===== src/inc/dcs_map.svh =====
// register offsets, field positions and reset values of the credit scheduler
`ifndef DCS_MAP_SVH
`define DCS_MAP_SVH
`define DCS_OFS_LAST 12'h000
`define DCS_OFS_ENABLE 12'h004
`define DCS_OFS_TABLE 12'h100
`define DCS_TABLE_WORDS 64
`define DCS_LAST_LSB 0
`define DCS_LAST_W 8
`define DCS_ENABLE_BIT 15
`define DCS_DIR_BIT 7
`define DCS_CHAN_LSB 0
`define DCS_CHAN_W 4
`define DCS_LAST_RST 8'h00
`define DCS_TABLE_RST 16'h0000
`endif


===== src/inc/dcs_pkg.sv =====
// types shared by the credit scheduler files
package dcs_pkg;
    // direction carried by a table entry
    typedef enum logic {
        DCS_DIR_TX = 1'b0,
        DCS_DIR_RX = 1'b1
    } dcs_dir_t;
    // scheduler walk states
    typedef enum logic [1:0] {
        DCS_IDLE,
        DCS_FETCH,
        DCS_OFFER
    } dcs_state_t;
endpackage

===== src/design/dcs_scheduler.sv =====
// table-driven credit scheduler with apb register access
//
// Our own choices: the address map and the APB slave port.
`include "dcs_map.svh"
module dcs_scheduler #(
    parameter int WORDS = `DCS_TABLE_WORDS,
    parameter int FIFOS = 16
) (
    input wire logic clk,
    input wire logic arst_n,
    input wire logic psel,
    input wire logic penable,
    input wire logic pwrite,
    input wire logic [11:0] paddr,
    input wire logic [31:0] pwdata,
    output logic [31:0] prdata,
    output logic pready,
    output logic pslverr,
    output logic credit_valid,
    input wire logic credit_ready,
    output logic credit_rx,
    output logic [3:0] credit_channel,
    output logic [3:0] credit_fifo,
    input wire logic [FIFOS*4-1:0] rx_head_channel
);
    localparam int SW = $clog2(WORDS*4);
    localparam int HWB = $clog2(WORDS*2);

    // control registers
    logic [7:0] last_r;
    logic enable_r;
    // walk pointer and state
    logic [SW-1:0] slot_r;
    logic [SW-1:0] slot_nxt;
    dcs_pkg::dcs_state_t state_r;
    dcs_pkg::dcs_state_t state_nxt;
    // entry seen from the table
    logic [7:0] entry_w;
    // registered credit fields and read data
    logic rx_r;
    logic [3:0] chan_r;
    logic [3:0] fifo_r;
    logic [31:0] prdata_r;
    // high in the answering cycle of an access
    logic ack_r;

    // bus decode; one wait state so that read data comes from a flop
    // the first access cycle of a read loads prdata_r, the second answers
    wire access_w = psel && penable;
    wire done_w = access_w && ack_r;
    // writes land only at the edge that sees pready high
    wire wr_w = done_w && pwrite;
    // read data is captured in the waiting cycle
    wire rd_w = access_w && !ack_r && !pwrite;
    wire hit_last = paddr == `DCS_OFS_LAST;
    wire hit_en = paddr == `DCS_OFS_ENABLE;
    wire [11:0] tab_end = 12'(`DCS_OFS_TABLE + WORDS * 8);
    wire hit_tab = paddr >= `DCS_OFS_TABLE && paddr < tab_end
        && paddr[1:0] == 2'b00;
    wire [11:0] tab_off = paddr - `DCS_OFS_TABLE;
    wire [HWB-1:0] tab_idx = tab_off[HWB+1:2];
    wire mapped_w = hit_last || hit_en || hit_tab;
    // table is write-only; a read of it returns zero without an error
    wire [31:0] rd_mux = hit_last ? {24'h0, last_r}
        : hit_en ? {16'h0, enable_r, 15'h0}
        : 32'h0;
    assign pready = ack_r;
    // error shown only while the answer stands
    assign pslverr = done_w && !mapped_w;

    // control register writes
    always_ff @(posedge clk or negedge arst_n)
    begin
        if (!arst_n)
        begin
            last_r <= `DCS_LAST_RST;
            enable_r <= 1'b0;
        end
        else if (wr_w)
        begin
            if (hit_last)
                last_r <= pwdata[`DCS_LAST_LSB +: `DCS_LAST_W];
            if (hit_en)
                enable_r <= pwdata[`DCS_ENABLE_BIT];
        end
    end

    // wait-state flag: set by the first access cycle, cleared by the answering cycle
    // a master that drops psel early just leaves it low again
    always_ff @(posedge clk or negedge arst_n)
    begin
        if (!arst_n)
            ack_r <= 1'b0;
        else
            ack_r <= access_w && !ack_r;
    end

    // read data register
    always_ff @(posedge clk or negedge arst_n)
    begin
        if (!arst_n)
            prdata_r <= 32'h0;
        else if (rd_w)
            prdata_r <= rd_mux;
    end
    // data held until the next read; costs one wait state per access
    // but keeps the bus free of a combinational read path
    assign prdata = prdata_r;

    // table storage
    dcs_table #(
        .WORDS(WORDS)
    ) u_table (
        .clk(clk),
        .arst_n(arst_n),
        .wr_en(wr_w && hit_tab),
        .wr_idx(tab_idx),
        .wr_data(pwdata[15:0]),
        .rd_slot(slot_r),
        .rd_entry(entry_w)
    );

    // entry decode
    wire entry_rx = entry_w[`DCS_DIR_BIT];
    wire [3:0] entry_ch = entry_w[`DCS_CHAN_LSB +: `DCS_CHAN_W];
    // head channel of the fifo bound to this entry's channel
    wire [3:0] head_ch = rx_head_channel[entry_ch*4 +: 4];
    wire last_slot = slot_r == SW'(last_r);
    wire accept_w = credit_valid && credit_ready;

    // walk control
    always_comb
    begin
        state_nxt = state_r;
        slot_nxt = slot_r;
        unique case (state_r)
            dcs_pkg::DCS_IDLE:
                if (enable_r)
                    state_nxt = dcs_pkg::DCS_FETCH;
            dcs_pkg::DCS_FETCH:
                state_nxt = enable_r ? dcs_pkg::DCS_OFFER : dcs_pkg::DCS_IDLE;
            dcs_pkg::DCS_OFFER:
                if (accept_w)
                begin
                    slot_nxt = last_slot ? '0 : SW'(slot_r + 1'b1);
                    state_nxt = enable_r ? dcs_pkg::DCS_FETCH
                        : dcs_pkg::DCS_IDLE;
                end
                else if (!enable_r)
                    state_nxt = dcs_pkg::DCS_IDLE;
        endcase
    end

    // state and pointer
    always_ff @(posedge clk or negedge arst_n)
    begin
        if (!arst_n)
        begin
            state_r <= dcs_pkg::DCS_IDLE;
            slot_r <= '0;
        end
        else
        begin
            state_r <= state_nxt;
            slot_r <= slot_nxt;
        end
    end

    // credit fields captured at fetch
    always_ff @(posedge clk or negedge arst_n)
    begin
        if (!arst_n)
        begin
            rx_r <= 1'b0;
            chan_r <= 4'h0;
            fifo_r <= 4'h0;
        end
        else if (state_r == dcs_pkg::DCS_FETCH)
        begin
            rx_r <= entry_rx;
            // rx credit carries fifo head channel
            chan_r <= entry_rx ? head_ch : entry_ch;
            // rx fifo tied to entry channel
            fifo_r <= entry_ch;
        end
    end

    assign credit_valid = state_r == dcs_pkg::DCS_OFFER && enable_r;
    assign credit_rx = rx_r;
    assign credit_channel = chan_r;
    assign credit_fifo = fifo_r;
endmodule


===== src/design/dcs_table.sv =====
// schedule table storage: 128 halfword registers, write only from the bus
`include "dcs_map.svh"
module dcs_table #(
    parameter int WORDS = `DCS_TABLE_WORDS
) (
    input wire logic clk,
    input wire logic arst_n,
    input wire logic wr_en,
    input wire logic [$clog2(WORDS*2)-1:0] wr_idx,
    input wire logic [15:0] wr_data,
    input wire logic [$clog2(WORDS*4)-1:0] rd_slot,
    output logic [7:0] rd_entry
);
    localparam int HW = WORDS * 2;
    // halfword array; index k holds the low halfword of bus word k
    logic [15:0] mem_r [HW];
    // selected halfword and byte for the requested slot
    wire [15:0] half_w = mem_r[rd_slot[$clog2(WORDS*4)-1:1]];

    genvar g;
    generate
        for (g = 0; g < HW; g++)
        begin : g_half
            always_ff @(posedge clk or negedge arst_n)
            begin
                if (!arst_n)
                    mem_r[g] <= `DCS_TABLE_RST;
                else if (wr_en && wr_idx == g)
                    mem_r[g] <= wr_data;
            end
        end
    endgenerate

    assign rd_entry = rd_slot[0] ? half_w[15:8] : half_w[7:0];
endmodule


===== config.mk =====
export PLATFORM = sky130hd
export DESIGN_NAME = dcs_scheduler
export DESIGN_NICKNAME = d
export VERILOG_FILES = /design/src/inc/dcs_pkg.sv /design/src/design/dcs_scheduler.sv /design/src/design/dcs_table.sv
export VERILOG_INCLUDE_DIRS = /design/src /design/src/inc
export SDC_FILE = /design/constraint.sdc
export NUM_CORES = 2
export LEC_CHECK = 0
export ABC_AREA = 1
export ABC_CLOCK_PERIOD_IN_PS = 2200
export BUFFER_PORTS_ARGS = -buffer_cell sky130_fd_sc_hd__buf_2
export CAP_MARGIN = 5
export CORE_ASPECT_RATIO = 0.75
export CORE_MARGIN = 1.5
export CORE_UTILIZATION = 30
export CTS_CLUSTER_DIAMETER = 60
export DETAILED_ROUTE_END_ITERATION = 8
export PLACE_DENSITY_LB_ADDON = 0.2
export REMOVE_ABC_BUFFERS = 1
export SYNTH_ARGS = -nofsm -noshare
export SYNTH_HDL_FRONTEND = slang
export SYNTH_SLANG_ARGS = --single-unit

===== constraint.sdc =====
create_clock -name clk -period 2.2 [get_ports clk]
set_input_delay 0.22 -clock clk [delete_from_list [all_inputs] [get_ports clk]]
set_output_delay 0.22 -clock clk [all_outputs]
set_load 0.005 [all_outputs]

==> metrics.cfg <==
[sta]
relSlewSlack_pct=54.6
rsz0062_at_grt=true
finalSetupViolations=9
fmax_mhz=316
fin_tns_setup_ns=-7.65
hold_violations=1
slew_viol_final=0
fin_worst_skew_ns=0.0496
worst_slack_ns=-0.966
fin_hold_ws_ns=-0.00412
tightestPinTransition_ns=0.681
post-route-min-period_ns=3.17
period_share_pct=144

[detailed_routing]
wire_per_inst_um=21.7
first_pass_iters=7
drc=0
ant_nets=0
via_count=56300
routed_wl_mm=235
viasPerCell=5.20
drt_iter0_markers=6416

[cts]
cts.clk_slew.worst_paths_ns=0.06
cts_sinks=1318
cts_root_buffer=clkbuf_16
clockBufferDepth=4
h-tree-depth=4
insertion_delay_ns=0.81
cts_inserted_buffers=153
cts_tree=yes

[yosys]
postSynthCellCount=7658
yosysMostFrequentCell=nand2_1
yosysUniqueCellTypes=39
synth_top_area_cell=dfrtp_1
synth_edf_count=0
ys_ff_latch=1318
yosysWarnings=0
synthTopCellsByArea=dfrtp_1, o21ai_0, nand2_1
yosysSeqAreaShare_pct=53.6
ys_async_sr_fraction_pct=100
synth.top_cell.area_share_pct=53.6
synth_common_cells=nand2_1, o21ai_0, dfrtp_1, nor2_1, clkbuf_1
syn_area_mm2=0.0615
synth_ff_type=dfrtp_1
syn_avg_cell_area_um2=8.03

[placed_design]
dp_hpwl_mm=141
pre_cts_ws_ns=-1.24
io_buffers=115
routabilityCongestion=0.921
placed_area_mm2=0.0684

[setup_path]
critPathLaunchType=register
worstSetupPathType=register to register
cp_top_family=simple AND/OR/NAND/NOR gates
cp_slowest_stage_delay_ns=0.50
worst-path-buf-inv=7
end_kind=register
crit_slowest_cell=dfrtp_4
cpMostUsedCell=nand3_1
critical_path.max_fanout=6
cp_data_required_time_ns=2.91
cp.arrival_ns=3.87
path_cells=buf_12 -> buf_12 -> buf_12 -> clkbuf_16 -> nand2_1 -> nand3_1 -> nand3_1 -> nand3_2 -> nand2_4 -> nand2_2 -> nand2_2 -> nor2_2 -> nand2_4 -> nand3_4 -> buf_12 -> buf_8 -> buf_4 -> nand3_1 -> nand3_1 -> nand3_1 -> nand3_1 -> nand3_1 -> nand2_1

[grt]
grt_max_degree=96
antenna_found_initial=4
grt_first_pass_wirelength_mm=350
grt_pass1_vias=53300
overflow=0
grt_use_total_pct=21.7

[final_layout]
fillers=20400
seq_area_mm2=0.0330
multi_input_area_mm2=0.0259
fin_area_mm2=0.0781
area_delta_synth_final_pct=27.0
num-nets-final=8154
drive_gt1_share_pct=16.8

[run_status]
outcome=finished, violations left
violations=negative hold slack, negative setup slack

[power]
power_density_mw_per_mm2=1180
irDropWorstVdd_uv=629
p_leak_uw=0.0350

[die]
die_h_um=395
initial_core_util_pct=30.3
ios=158
die_w_um=526
fp-row-count=143
coreArea_mm2=0.203
die-area_mm2=0.208

[run]
maxCapViolCount=0

[min_path]
hp-class=input pin to register

-- registers in the layout (all words and copies together) (netlist names) --
| name | cells |
|---|---|
| u_table.mem_r | 1280 |
| prdata | 9 |
| last_r | 8 |
| slot_r | 8 |
| credit_channel | 4 |
| credit_fifo | 4 |
| state_r | 2 |
| credit_rx | 1 |
| enable_r | 1 |
| pready | 1 |
-- worst min-delay path: stages --
cell and delay (ns):
buf_2 0.09, nor2_1 0.04, nand2_1 0.06, inv_2 0.05, nand4_1 0.10, buf_4 0.15, o31ai_1 0.06
-- where the power goes --
group	switching, uW	internal (uW)	leakage (uW)
sequential	187	24400	0.0184
clock	10700	15300	0.00245
combinational	25400	16400	0.0142
-- repair_timing --
item	4_1_cts	5_1_grt
hold endpoints to repair	1183	1
hold buffers	89	1
pin swaps	21	134
cloned	20	31
gates resized for setup	145	308
buffers inserted	27	44
endpoints found under the setup margin	17	30
-- per-stage QoR --
step	power (uW)	instances	utilization, %
floorplan	34000	6927	-
global route	96600	10800	38.4
CTS	88000	10800	37.4
global placement	57900	10400	33.7
finish	92400	10800	38.4
detailed placement	57800	10400	33.7
-- kinds of logic (layout without fill, tap and decap cells) --
family / after synthesis / count (layout) / share of synthesized area (%)
AND/OR/NAND/NOR: 3318 / 3319 / 21.7
AO/OA/AOI/OAI: 2118 / 2118 / 18.0
flip-flops: 1318 / 1318 / 53.6
buffers and inverters: 892 / 1353 / 6.50
adder cells (fa/ha/maj): 4 / 4 / 0.0814
XOR/XNOR: 4 / 4 / 0.0570
multiplexers: 3 / 3 / 0.0549
other: 1 / 26 / 0.00610
-- metal layers --
metal | up-vias | routed length, um | GRT usage (%)
li1 | 26200 | - | -
met1 | 27600 | 111000 | 32.5
met2 | 2126 | 99200 | 31.4
met3 | 396 | 17600 | 3.77
met4 | 2 | 7150 | 6.87
met5 | - | 13 | 0
-- worst paths after layout --
path	from	end	slack, ns	cells after the start
hold reg to reg	pready	pready	0.46	1
setup reg to reg	slot_r[1]	credit_channel[2]	-0.97	23
max in group asynchronous	arst_n	u_table.mem_r[1815]	1.31	3
min in group asynchronous	arst_n	u_table.mem_r[1185]	0.23	3
hold / removal	paddr[9]	prdata[2]	-0.004	7
setup / recovery	slot_r[1]	credit_channel[2]	-0.97	23
-- layout by cell type, fill, tap and decap left out, drive strengths merged, types with 2 or more instances in the layout --
| master | Yosys | routed |
|---|---|---|
| xor2 | 2 | 2 |
| clkbuf | 508 | 247 |
| inv | 137 | 141 |
| buf | 245 | 829 |
| clkinv | 2 | 26 |
| nor2 | 900 | 900 |
| a21oi | 23 | 23 |
| a22oi | 2 | 2 |
| nor3 | 13 | 13 |
| clkinvlp | 0 | 5 |
| mux2 | 3 | 3 |
| bufbuf | 0 | 7 |
| o221ai | 16 | 16 |
| o211ai | 115 | 115 |
| diode | 0 | 3 |
| dlygate4sd3 | 0 | 87 |
| nand4 | 124 | 124 |
| nand3 | 391 | 391 |
| nand2 | 1876 | 1877 |
| o31ai | 5 | 5 |
| bufinv | 0 | 11 |
| o21ai | 1895 | 1895 |
| dfrtp | 1318 | 1318 |
| ha | 4 | 4 |
| nand3b | 9 | 9 |
| conb | 1 | 23 |
| xnor2 | 2 | 2 |
| or2 | 2 | 2 |
| o22ai | 61 | 61 |
-- layout make-up --
cell class,count,share of cell area [%]
antenna,3,0.00962
clock buffer,219,5.70
clock inverter,42,0.687
inverter,139,0.811
multi-input combinational,5471,33.1
sequential,1318,42.3
tap,2682,4.30
timing repair buffer,951,13.1
timing repair inverter,2,0.0321
Note: power is estimated with default switching activity, not from simulation.
